===== config.mk =====
export PLATFORM = sky130hd
export DESIGN_NAME = measurement_control_io_port
export DESIGN_NICKNAME = d
export VERILOG_FILES = /design/src/ctrl_io_pkg.sv /design/src/measurement_control_io_port.sv /design/src/input_conditioner.sv
export SDC_FILE = /design/constraint.sdc
export NUM_CORES = 1
export LEC_CHECK = 0
export BUFFER_PORTS_ARGS = -buffer_cell sky130_fd_sc_hd__buf_4
export CELL_PAD_IN_SITES_DETAIL_PLACEMENT = 1
export CELL_PAD_IN_SITES_GLOBAL_PLACEMENT = 1
export CORE_MARGIN = 2
export CORE_UTILIZATION = 44
export CTS_CLUSTER_DIAMETER = 50
export DETAILED_ROUTE_END_ITERATION = 8
export GPL_TIMING_DRIVEN = 0
export PLACE_DENSITY_LB_ADDON = 0.1
export SKIP_LAST_GASP = 1
export SLEW_MARGIN = 0
export SYNTH_ARGS = -nofsm -noshare
export SYNTH_HDL_FRONTEND = slang
export SYNTH_SLANG_ARGS = --single-unit

===== constraint.sdc =====
create_clock -name clock -period 3.3 [get_ports clock]
set_input_delay 0 -clock clock [delete_from_list [all_inputs] [get_ports clock]]
set_output_delay 0 -clock clock [all_outputs]
set_load 0.005 [all_outputs]

===== src/ctrl_io_pkg.sv =====
package ctrl_io_pkg;

    // clock rate and derived cycle counts
    localparam int unsigned CLK_FREQ_HZ  = 250_000_000;
    localparam int unsigned CYC_PER_MS   = CLK_FREQ_HZ / 1000;
    localparam int unsigned CAL_60HZ_MS  = 130;
    localparam int unsigned CAL_50HZ_MS  = 110;
    localparam int unsigned CAL_60HZ_CYC = CAL_60HZ_MS * CYC_PER_MS;
    localparam int unsigned CAL_50HZ_CYC = CAL_50HZ_MS * CYC_PER_MS;

    // register byte offsets
    localparam logic [4:0] ADDR_CTRL      = 5'h00;
    localparam logic [4:0] ADDR_VIEW      = 5'h04;
    localparam logic [4:0] ADDR_PRB_DELAY = 5'h08;
    localparam logic [4:0] ADDR_EOM_WIDTH = 5'h0c;
    localparam logic [4:0] ADDR_STATUS    = 5'h10;

    // control register fields
    localparam int CTRL_INT_SRC   = 0;
    localparam int CTRL_RISE_EDGE = 1;
    localparam int CTRL_HOLD_MODE = 2;
    localparam int CTRL_STAT_EN   = 3;
    localparam int CTRL_MEM_EN    = 4;
    localparam int CTRL_MON_EN    = 5;
    localparam int CTRL_LINE_50   = 6;
    localparam int CTRL_MON_ERR   = 7;
    localparam int CTRL_BITS      = 8;

    // view register fields
    localparam int VIEW_SETTINGS = 0;
    localparam int VIEW_COMPARE  = 1;
    localparam int VIEW_STATS    = 2;
    localparam int VIEW_ERRMSG   = 3;
    localparam int VIEW_MANCAL   = 4;
    localparam int VIEW_CHANGING = 5;
    localparam int VIEW_BITS     = 6;

    // reset values
    localparam logic [7:0]  CTRL_RESET      = 8'h00;
    localparam logic [5:0]  VIEW_RESET      = 6'h00;
    localparam logic [31:0] PRB_DELAY_RESET = 32'h0000_03e8;
    localparam logic [31:0] EOM_WIDTH_RESET = 32'h0003_d090;

    // control input indices
    localparam int IN_MEASURE_TRIGGER_IN  = 0;
    localparam int IN_ZERO  = 1;
    localparam int IN_PRINT = 2;
    localparam int IN_CAL   = 3;
    localparam int IN_FORCE = 4;
    localparam int IN_PROBE = 5;
    localparam int IN_LOCK  = 6;
    localparam int NUM_IN   = 7;

    typedef enum logic [1:0] {CAL_IDLE, CAL_DEFER, CAL_RUN} cal_state_t;
    typedef enum logic [1:0] {PRB_IDLE, PRB_DEFER, PRB_HOLDOFF} prb_state_t;

endpackage


===== src/measurement_control_io_port.sv =====
// Operation
// [RULE1] external source: one measurement per selected trigger edge
// [RULE2] trigger edge selectable falling or rising, falling after reset
// [RULE3] internal source: trigger input starts no measurement
// [RULE4] enabled settings monitor with error blocks all triggering
// [RULE5] accepted edge requests statistics and memory stores when enabled
// [RULE6] zero-adjust falling edge launches one zero adjustment
// [RULE7] handler holds zero-adjust low at least 10 ms
// [RULE8] print falling edge prints current value once
// [RULE9] calibration falling edge runs self calibration only in manual view
// [RULE10] self calibration lasts 130 ms at 60 Hz, 110 ms at 50 Hz
// [RULE11] calibration requested during measurement waits for its end
// [RULE12] force-external low selects external source, high restores setting
// [RULE13] probe-test falling edge runs one short detection
// [RULE14] probe test during measurement runs a set delay after its end
// [RULE15] panel-lock low disables all keys except power
// [RULE16] fault output for non-range errors, updated with end, kills judgments
// [RULE17] two contact-error outputs, updated with end, kill judgments
// [RULE18] probe-bridged output asserted on detection, judgments held off
// [RULE19] conversion-done asserted when conversion completes
// [RULE20] end-of-measurement asserted only after all results settled
// [RULE21] inputs ignored on setting, stats or error views; print on stats
// [RULE22] no input action or output update while settings change
// [RULE23] all outputs active low
// [RULE24] hold mode keeps end asserted until next trigger starts measuring
// [RULE25] trigger during running external measurement is dropped
// [RULE26] inputs synchronised before edge detection, one pulse per edge
// [RULE27] judgment outputs mutually exclusive
//
// The address map and the Avalon-MM interface to the registers were left to the implementer.
`timescale 1ns/1ps
module measurement_control_io_port
    import ctrl_io_pkg::*;
#(
    parameter int unsigned CAL_60_CYCLES = CAL_60HZ_CYC,
    parameter int unsigned CAL_50_CYCLES = CAL_50HZ_CYC
) (
    input  wire logic        clock,                 // system clock
    input  wire logic        rst_n,                 // sync reset
    // avalon-mm slave
    input  wire logic [4:0]  address,               // byte address
    input  wire logic        read,                  // read request
    input  wire logic        write,                 // write request
    input  wire logic [31:0] writedata,             // write data
    output logic [31:0]      readdata,              // read data
    output logic             waitrequest,           // stall
    // control pins, active low
    input  wire logic        measure_trigger_in_n,  // trigger
    input  wire logic        zero_adjust_in_n,      // zero adjust
    input  wire logic        print_in_n,            // print request
    input  wire logic        self_cal_in_n,         // self calibration
    input  wire logic        force_ext_in_n,        // force external src
    input  wire logic        probe_short_test_in_n, // probe short test
    input  wire logic        panel_lock_in_n,       // panel lock
    // result pins, active low
    output logic             measurement_done_out_n,    // end of meas
    output logic             conversion_done_n,         // a/d finished
    output logic             judge_above_n,             // above limits
    output logic             judge_within_n,            // within limits
    output logic             judge_below_n,             // below limits
    output logic             meas_fault_n,              // meas error
    output logic             high_side_contact_fault_n, // high contact
    output logic             low_side_contact_fault_n,  // low contact
    output logic             probe_bridged_fault_n,     // probe short
    // measurement engine handshake
    input  wire logic        engine_busy,           // measuring
    input  wire logic        adc_done,              // conversion pulse
    input  wire logic        meas_end,              // result pulse
    input  wire logic        res_above,             // result above
    input  wire logic        res_within,            // result within
    input  wire logic        res_below,             // result below
    input  wire logic        res_error,             // non-range error
    input  wire logic        res_contact_hi,        // high contact err
    input  wire logic        res_contact_lo,        // low contact err
    input  wire logic        probe_done,            // short test done
    input  wire logic        probe_found,           // short found
    output logic             meas_start,            // start pulse
    output logic             stat_store,            // stats store pulse
    output logic             mem_store,             // memory store pulse
    output logic             zero_adjust_start,     // zero adj pulse
    output logic             print_start,           // print pulse
    output logic             cal_start,             // calibration pulse
    output logic             cal_busy,              // calibrating
    output logic             probe_test_start,      // short test pulse
    output logic             keys_locked            // panel keys locked
);

    logic [NUM_IN-1:0] lvl, fall, rise;
    logic [CTRL_BITS-1:0] ctrl_q;
    logic [VIEW_BITS-1:0] view_q;
    logic [31:0] prb_delay_q, eom_width_q, eom_cnt_q, cal_cnt_q, prb_cnt_q;
    logic        ext_busy_q, eom_on_q, eom_pend_q;
    cal_state_t  cal_state_q;
    prb_state_t  prb_state_q;
    logic inputs_ok, print_ok, changing, ext_src, meas_active;
    logic measure_trigger_in_edge, measure_trigger_in_ok, start_meas, any_fault;

    if (CAL_60_CYCLES < 1 || CAL_50_CYCLES < 1) begin : g_chk
        $error("calibration cycle counts must be at least one");
    end

    // inputs are synchronised before any edge is taken
    input_conditioner #(.W(NUM_IN)) u_cond ( // RULE26
        .clock   (clock),
        .rst_n   (rst_n),
        .pins_n  ({panel_lock_in_n, probe_short_test_in_n, force_ext_in_n,
                   self_cal_in_n, print_in_n, zero_adjust_in_n,
                   measure_trigger_in_n}),
        .level_q (lvl),
        .fall_q  (fall),
        .rise_q  (rise)
    );

    // input gating by displayed view and settings change
    assign changing  = view_q[VIEW_CHANGING];
    assign print_ok  = !(view_q[VIEW_SETTINGS] || view_q[VIEW_COMPARE] ||
                         view_q[VIEW_ERRMSG] || changing); // RULE21 RULE22
    assign inputs_ok = print_ok && !view_q[VIEW_STATS]; // RULE21
    assign ext_src   = lvl[IN_FORCE] || !ctrl_q[CTRL_INT_SRC]; // RULE12
    assign meas_active = ext_busy_q || engine_busy;
    assign measure_trigger_in_edge = ctrl_q[CTRL_RISE_EDGE] ? rise[IN_MEASURE_TRIGGER_IN]
                                              : fall[IN_MEASURE_TRIGGER_IN]; // RULE2
    assign measure_trigger_in_ok   = inputs_ok && measure_trigger_in_edge &&
                       !(ctrl_q[CTRL_MON_EN] && ctrl_q[CTRL_MON_ERR]); // RULE4
    // busy or calibrating drops the edge rather than queueing it
    assign start_meas = measure_trigger_in_ok && ext_src && !meas_active &&
                        cal_state_q != CAL_RUN; // RULE1 RULE3 RULE25
    assign any_fault = res_error || res_contact_hi || res_contact_lo ||
                       !probe_bridged_fault_n;

    // bus slave: one wait cycle, then answer; waitrequest idles high
    always_ff @(posedge clock) begin
        if (!rst_n) begin
            waitrequest <= 1'b1;
            readdata    <= 32'h0000_0000;
        end else begin
            waitrequest <= !((read || write) && waitrequest);
            if (read && waitrequest) begin
                case (address)
                    ADDR_CTRL:      readdata <= {24'h00_0000, ctrl_q};
                    ADDR_VIEW:      readdata <= {26'h000_0000, view_q};
                    ADDR_PRB_DELAY: readdata <= prb_delay_q;
                    ADDR_EOM_WIDTH: readdata <= eom_width_q;
                    ADDR_STATUS:    readdata <= {24'h00_0000,
                        cal_busy, prb_state_q != PRB_IDLE, ext_busy_q,
                        ext_src, lvl[IN_FORCE], lvl[IN_LOCK],
                        !probe_bridged_fault_n, eom_on_q};
                    default:        readdata <= 32'h0000_0000;
                endcase
            end
        end
    end

    // register writes take effect on the answering edge
    always_ff @(posedge clock) begin
        if (!rst_n) begin
            ctrl_q      <= CTRL_RESET; // RULE2
            view_q      <= VIEW_RESET;
            prb_delay_q <= PRB_DELAY_RESET;
            eom_width_q <= EOM_WIDTH_RESET;
        end else if (write && !waitrequest) begin
            case (address)
                ADDR_CTRL:      ctrl_q      <= writedata[CTRL_BITS-1:0];
                ADDR_VIEW:      view_q      <= writedata[VIEW_BITS-1:0];
                ADDR_PRB_DELAY: prb_delay_q <= writedata;
                ADDR_EOM_WIDTH: eom_width_q <= writedata;
                default:        ;
            endcase
        end
    end

    // trigger side requests to the engine
    always_ff @(posedge clock) begin
        if (!rst_n) begin
            meas_start <= 1'b0;
            stat_store <= 1'b0;
            mem_store  <= 1'b0;
            ext_busy_q <= 1'b0;
        end else begin
            meas_start <= start_meas; // RULE1
            stat_store <= start_meas && ctrl_q[CTRL_STAT_EN]; // RULE5
            mem_store  <= ctrl_q[CTRL_MEM_EN] &&
                          (start_meas || (measure_trigger_in_ok && !ext_src)); // RULE5
            if (start_meas)
                ext_busy_q <= 1'b1;
            else if (meas_end)
                ext_busy_q <= 1'b0;
        end
    end

    // single-shot commands and the panel lock level
    always_ff @(posedge clock) begin
        if (!rst_n) begin
            zero_adjust_start <= 1'b0;
            print_start       <= 1'b0;
            keys_locked       <= 1'b0;
        end else begin
            zero_adjust_start <= fall[IN_ZERO] && inputs_ok; // RULE6
            print_start       <= fall[IN_PRINT] && print_ok; // RULE8
            if (inputs_ok)
                keys_locked <= lvl[IN_LOCK]; // RULE15
        end
    end

    // self calibration; a request mid-measurement waits for its end
    always_ff @(posedge clock) begin
        if (!rst_n) begin
            cal_state_q <= CAL_IDLE;
            cal_cnt_q   <= 32'h0000_0000;
            cal_start   <= 1'b0;
            cal_busy    <= 1'b0;
        end else begin
            cal_start <= 1'b0;
            case (cal_state_q)
                CAL_IDLE:
                    if (fall[IN_CAL] && inputs_ok &&
                        view_q[VIEW_MANCAL]) begin // RULE9
                        cal_state_q <= CAL_DEFER; // RULE11
                    end
                CAL_DEFER:
                    if (!meas_active) begin // RULE11
                        cal_state_q <= CAL_RUN;
                        cal_start   <= 1'b1;
                        cal_busy    <= 1'b1;
                        cal_cnt_q   <= ctrl_q[CTRL_LINE_50]
                                       ? CAL_50_CYCLES[31:0]
                                       : CAL_60_CYCLES[31:0]; // RULE10
                    end
                CAL_RUN:
                    if (cal_cnt_q <= 32'h0000_0001) begin // RULE10
                        cal_state_q <= CAL_IDLE;
                        cal_busy    <= 1'b0;
                    end else begin
                        cal_cnt_q <= cal_cnt_q - 32'h0000_0001;
                    end
                default: cal_state_q <= CAL_IDLE;
            endcase
        end
    end

    // probe short test; mid-measurement request runs a delay after end
    always_ff @(posedge clock) begin
        if (!rst_n) begin
            prb_state_q      <= PRB_IDLE;
            prb_cnt_q        <= 32'h0000_0000;
            probe_test_start <= 1'b0;
        end else begin
            probe_test_start <= 1'b0;
            case (prb_state_q)
                PRB_IDLE:
                    if (fall[IN_PROBE] && inputs_ok) begin // RULE13
                        if (meas_active)
                            prb_state_q <= PRB_DEFER; // RULE14
                        else
                            probe_test_start <= 1'b1; // RULE13
                    end
                PRB_DEFER:
                    if (!meas_active) begin
                        prb_state_q <= PRB_HOLDOFF;
                        prb_cnt_q   <= prb_delay_q; // RULE14
                    end
                PRB_HOLDOFF:
                    if (prb_cnt_q == 32'h0000_0000) begin // RULE14
                        prb_state_q      <= PRB_IDLE;
                        probe_test_start <= 1'b1;
                    end else begin
                        prb_cnt_q <= prb_cnt_q - 32'h0000_0001;
                    end
                default: prb_state_q <= PRB_IDLE;
            endcase
        end
    end

    // judgment and fault pins, all held as active-low flops
    always_ff @(posedge clock) begin
        if (!rst_n) begin
            judge_above_n             <= 1'b1; // RULE23
            judge_within_n            <= 1'b1;
            judge_below_n             <= 1'b1;
            meas_fault_n              <= 1'b1;
            high_side_contact_fault_n <= 1'b1;
            low_side_contact_fault_n  <= 1'b1;
            probe_bridged_fault_n     <= 1'b1;
        end else if (!changing) begin // RULE22
            if (meas_end) begin
                meas_fault_n              <= !res_error; // RULE16
                high_side_contact_fault_n <= !res_contact_hi; // RULE17
                low_side_contact_fault_n  <= !res_contact_lo; // RULE17
                // priority order keeps the three mutually exclusive
                judge_above_n  <= any_fault || !res_above; // RULE27
                judge_below_n  <= any_fault || res_above ||
                                  !res_below; // RULE27
                judge_within_n <= any_fault || res_above || res_below ||
                                  !res_within; // RULE16 RULE17 RULE27
            end else if (start_meas) begin
                // internal source leaves last results standing
                judge_above_n             <= 1'b1;
                judge_within_n            <= 1'b1;
                judge_below_n             <= 1'b1;
                meas_fault_n              <= 1'b1;
                high_side_contact_fault_n <= 1'b1;
                low_side_contact_fault_n  <= 1'b1;
            end
            if (probe_done) begin
                probe_bridged_fault_n <= !probe_found; // RULE18
                if (probe_found) begin
                    judge_above_n  <= 1'b1; // RULE18
                    judge_within_n <= 1'b1;
                    judge_below_n  <= 1'b1;
                end
            end
        end
    end

    // end and conversion pins; end follows results by one cycle
    always_ff @(posedge clock) begin
        if (!rst_n) begin
            eom_pend_q             <= 1'b0;
            eom_on_q               <= 1'b0;
            eom_cnt_q              <= 32'h0000_0000;
            measurement_done_out_n <= 1'b1;
            conversion_done_n      <= 1'b1;
        end else if (!changing) begin // RULE22
            eom_pend_q <= meas_end;
            if (eom_pend_q) begin
                eom_on_q  <= 1'b1;
                eom_cnt_q <= eom_width_q;
                // end pin stays released under the internal source
                measurement_done_out_n <= !ext_src; // RULE20
            end else if (start_meas) begin
                eom_on_q               <= 1'b0; // RULE24
                measurement_done_out_n <= 1'b1;
                conversion_done_n      <= 1'b1;
            end else if (eom_on_q && !ctrl_q[CTRL_HOLD_MODE]) begin
                if (eom_cnt_q <= 32'h0000_0001) begin
                    eom_on_q               <= 1'b0;
                    measurement_done_out_n <= 1'b1;
                    conversion_done_n      <= 1'b1;
                end else begin
                    eom_cnt_q <= eom_cnt_q - 32'h0000_0001;
                end
            end
            // placed last so a conversion beats a release in the same cycle
            if (adc_done)
                conversion_done_n <= 1'b0; // RULE19
        end
    end
endmodule // measurement_control_io_port


===== src/input_conditioner.sv =====
`timescale 1ns/1ps
module input_conditioner #(
    parameter int W = 7
) (
    input  wire logic         clock,    // system clock
    input  wire logic         rst_n,    // synchronous reset
    input  wire logic [W-1:0] pins_n,   // raw active-low pins
    output logic      [W-1:0] level_q,  // asserted level, synced
    output logic      [W-1:0] fall_q,   // one pulse per high-to-low
    output logic      [W-1:0] rise_q    // one pulse per low-to-high
);

    logic [W-1:0] meta_q;
    logic [W-1:0] sync_q;
    logic [W-1:0] prev_q;

    if (W < 1) begin : g_chk
        $error("input_conditioner needs at least one input");
    end

    // two-stage synchroniser; meta_q feeds sync_q and nothing else
    always_ff @(posedge clock) begin
        if (!rst_n) begin
            meta_q <= '1;
            sync_q <= '1;
            prev_q <= '1;
        end else begin
            meta_q <= pins_n;
            sync_q <= meta_q;
            prev_q <= sync_q;
        end
    end

    // edges taken after sync so a bouncing pin gives one pulse per change
    always_ff @(posedge clock) begin
        if (!rst_n) begin
            level_q <= '0;
            fall_q  <= '0;
            rise_q  <= '0;
        end else begin
            level_q <= ~sync_q;
            fall_q  <= prev_q & ~sync_q;
            rise_q  <= ~prev_q & sync_q;
        end
    end

endmodule // input_conditioner


==> impl_metrics.csv <==
group,metric,value,unit
clock_tree,ctsRootBufferMaster,"sky130_fd_sc_hd__clkbuf_16",
clock_tree,post-cts-setup-buffers,0,
power,power.density_cell_area,567,nW/µm²
clock_tree,clk_transition_reported_paths,60,ps
worst_setup_path,reg2reg_setup_slack,30,ps
detailed_routing,wl_met1,20.3,mm
timing,finalSetupViolations,0,
final_layout,finalNetCount,1779,
yosys,synthSimpleGateAreaFrac,26.0,%
placed_design,routabilityCongestion,0.956,
timing,clock-skew-final,14.9,ps
grt,number_of_global_route_vias_before_repair,13086,
worst_setup_path,worstReg2RegStart,"prb_cnt_q[15]",
detailed_routing,route.met2.wl,23.0,mm
final_layout,most-common-layout-cells,"sky130_fd_sc_hd__nand2_1 (265), sky130_fd_sc_hd__dfxtp_1 (259), sky130_fd_sc_hd__a21oi_1 (203)",
timing,grt_setup_unrepaired,"no",
worst_setup_path,regToRegEndpoint,"prb_cnt_q[1]",
grt,grt_first_pass_wirelength,74.3,mm
final_layout,number_of_antenna_cells_inserted,0,
hold_path,timing.hold.worst.start,"probe_done",
yosys,synth_cells,1512,
timing,finalCriticalPeriod,3270,ps
timing,max_freq,306,MHz
clock_tree,worstSkewPairLatency,520,ps
power,leakagePower,5.44,nW
worst_setup_path,cp.required,3660,ps
yosys,syn-cell-area,11700,µm²
detailed_routing,met3WireLength,3.17,mm
detailed_routing,ant_nets,0,
detailed_routing,drt_drc_violations_left,0,
clock_tree,clock-sinks,259,
yosys,yosys.area_share.xor_xnor,1.72,%
placed_design,dp_hpwl,33.4,mm
placed_design,number_of_cells_in_the_design_after_placement,1956,
detailed_routing,detail_route.vias_per_cell,6.13,
grt,pin_count_of_the_biggest_net_entering_global_routing,14,
detailed_routing,num_vias,12723,
clock_tree,tritoncts,"built",
die,fp.coreArea,26100,µm²
timing,finalHoldWorstSlack,76.1,ps
timing,slew_headroom,25.7,%
clock_tree,clock_tree.htree_level_count,2,
final_layout,mostFrequentLayoutCell,"sky130_fd_sc_hd__nand2_1",
worst_setup_path,path_max_fanout,10,
final_layout,final_design_area_no_fill,14700,µm²
detailed_routing,dr.pass1.iters,5,
yosys,avgSynthCellArea,7.73,µm²
detailed_routing,initialDrtViolationCount,1178,
worst_setup_path,critPathKind,"reg2reg",
die,initial_core_util,44.9,%
power,vdd_drop_max,0.000456,V
yosys,synth_top_family_by_area,"simple AND/OR/NAND/NOR gates",
job,max_cap_viol_count,0,
hold_path,whs_path_depth,7,
timing,period_share,99.1,%
final_layout,layout-drive-gt1-share,11.1,%
die,design.die.area,27900,µm²
final_layout,syn2layout_area_growth,25.4,%
yosys,most_instantiated_flip_flop_cell_in_the_synthesis_netlist,"sky130_fd_sc_hd__dfxtp_1",
detailed_routing,top_layer,"met4",
worst_setup_path,worstSetupStartpointType,"register",
worst_setup_path,path_depth_of_the_worst_reg2reg_path,9,
yosys,complex_gate_fraction_of_the_synthesized_area,22.2,%
grt,antenna_found_initial,0,
detailed_routing,wirelength,48.2,mm
yosys,synth-seq-area-share,44.3,%
clock_tree,clock_path_buffers,3,
yosys,yosysWarnings,0,
die,std_cell_rows,59,
detailed_routing,wire_per_inst,23.2,µm
placed_design,dpl-instance-area,12900,µm²
die,num_io_pins,110,
final_layout,layoutNonFillerInstCount,2075,
yosys,synth_enable_flop_cells,0,
hold_path,endpoint_of_the_worst_hold_path,"judge_within_n",
yosys,synth.distinct_cells,63,
yosys,synth_fa_ha_area_share,0.642,%
yosys,yosys_register_bits,259,
yosys,post_synth_mux_area_share,0.856,%
run_status,outcome,"complete, no violations",
hold_path,min_delay_path_class,"in2reg",
timing,timing.final.max_slew_violations,0,
worst_setup_path,crit_arrival,3630,ps
placed_design,port-buffer-count,109,
clock_tree,cts_made_buffers,36,
yosys,synthesis.nets,1577,
grt,globalRouteOverflowTotal,0,
yosys,async_flop_share,0,%
die,die_h,167,µm
worst_setup_path,crit_path_end_kind,"register",
grt,grt_usage,33.8,%
timing,finalHoldViolCount,0,
timing,worst_margin_slew,1110,ps
die,die_x,167,µm
[through the flow]
stage / total power [mW] / TNS, ps / util, % / setup slack [ps]
2_1_floorplan: 4.09 / 0 / - / 819
3_3_place_gp: 4.47 / 0 / 49.6 / 12.0
3_5_place_dp: 4.50 / -13.4 / 49.6 / -13.4
5_1_grt: 8.59 / 0 / 56.2 / 0.778
6_report: 8.30 / 0 / 56.2 / 28.5
4_1_cts: 8.26 / -3.89 / 56.1 / -3.89
[synth_stat cells, types with 8 or more instances]
cell type / n / area, µm²
sky130_fd_sc_hd__clkbuf_1: 91 / 342
sky130_fd_sc_hd__or3_1: 15 / 93.8
sky130_fd_sc_hd__nor2_1: 162 / 608
sky130_fd_sc_hd__nor4_1: 33 / 206
sky130_fd_sc_hd__xnor2_1: 18 / 158
sky130_fd_sc_hd__inv_1: 19 / 71.3
sky130_fd_sc_hd__or4_1: 10 / 75.1
sky130_fd_sc_hd__o31ai_1: 17 / 128
sky130_fd_sc_hd__nor2b_1: 12 / 75.1
sky130_fd_sc_hd__nand3_1: 44 / 220
sky130_fd_sc_hd__nand2_1: 266 / 998
sky130_fd_sc_hd__a31oi_1: 9 / 56.3
sky130_fd_sc_hd__nor3_1: 48 / 240
sky130_fd_sc_hd__o21ai_0: 73 / 365
sky130_fd_sc_hd__nand4_1: 12 / 75.1
sky130_fd_sc_hd__a22oi_1: 42 / 315
sky130_fd_sc_hd__o211ai_1: 15 / 113
sky130_fd_sc_hd__mux2i_1: 10 / 100
sky130_fd_sc_hd__dfxtp_1: 259 / 5180
sky130_fd_sc_hd__a21oi_1: 203 / 1020
sky130_fd_sc_hd__nand2b_1: 27 / 169
sky130_fd_sc_hd__a32oi_1: 9 / 78.8
sky130_fd_sc_hd__o41ai_1: 8 / 70.1
[flip-flops by register name, indices dropped and copies added, names as in the netlist, 2 cells and up]
register and count:
cal_cnt_q 32, eom_cnt_q 32, eom_width_q 32, prb_cnt_q 32
prb_delay_q 32, readdata 32, ctrl_q 8, u_cond.meta_q 7
u_cond.sync_q 7, view_q 6, u_cond.fall_q 5, u_cond.prev_q 5
cal_state_q 2, prb_state_q 2, u_cond.level_q 2
[per-layer routing]
layer / vias to the layer above / global-route usage [%]
li1: 5788 / -
met1: 6308 / 43.8
met2: 517 / 57.4
met3: 110 / 5.23
met4: 0 / 11.7
met5: - / 0
[area by class of cell]
class                   count  area [µm²]
inverters                  19        71.3
clock buffers              44         972
clock inverters            20         173
well taps                 335         419
fillers                  3176       11400
multi-input cells        1132        6050
flip-flops and latches    259        5180
repair buffers            164        1370
plain buffers             102         422
[power by group]
group,internal (mW),total (mW),switching (mW)
Combinational,0.427,1.26,0.837
Sequential,3.22,3.31,0.0912
Clock,2.20,3.73,1.52
[critical path, stage by stage, from the launching register on]
cell,delay [ps]
sky130_fd_sc_hd__dfxtp_1,310
sky130_fd_sc_hd__buf_6,130
sky130_fd_sc_hd__or4_1,570
sky130_fd_sc_hd__or3_1,330
sky130_fd_sc_hd__buf_2,180
sky130_fd_sc_hd__o41ai_1,930
sky130_fd_sc_hd__nand2_1,180
sky130_fd_sc_hd__buf_2,260
sky130_fd_sc_hd__o211ai_1,130
sky130_fd_sc_hd__a21oi_1,90
[kinds of logic after synthesis]
logic type	Yosys count
mux	10
fa+ha+maj	6
flops	259
simple gates	666
compound gates	427
xor+xnor	23
buf+inv	121
[timing repair]
action,4_1_cts,5_1_grt
hold endpoints to repair,97,0
resized for setup,1,4
cloned,0,0
endpoints found under the setup margin,9,15
hold buffers,55,0
[worst max path at each step]
stage               endpoint  slack [ps]  cells past startpoint          start
2_1_floorplan  prb_cnt_q[29]         820                      8  prb_cnt_q[15]
3_3_place_gp   eom_cnt_q[26]          10                      8      view_q[5]
3_5_place_dp   eom_cnt_q[16]         -10                      8      view_q[5]
4_1_cts         eom_cnt_q[7]          -4                      8      view_q[5]
5_1_grt         prb_cnt_q[1]         0.8                      9  prb_cnt_q[15]
6_report        prb_cnt_q[1]          30                      9  prb_cnt_q[15]
(Power assumes the default switching activity.)
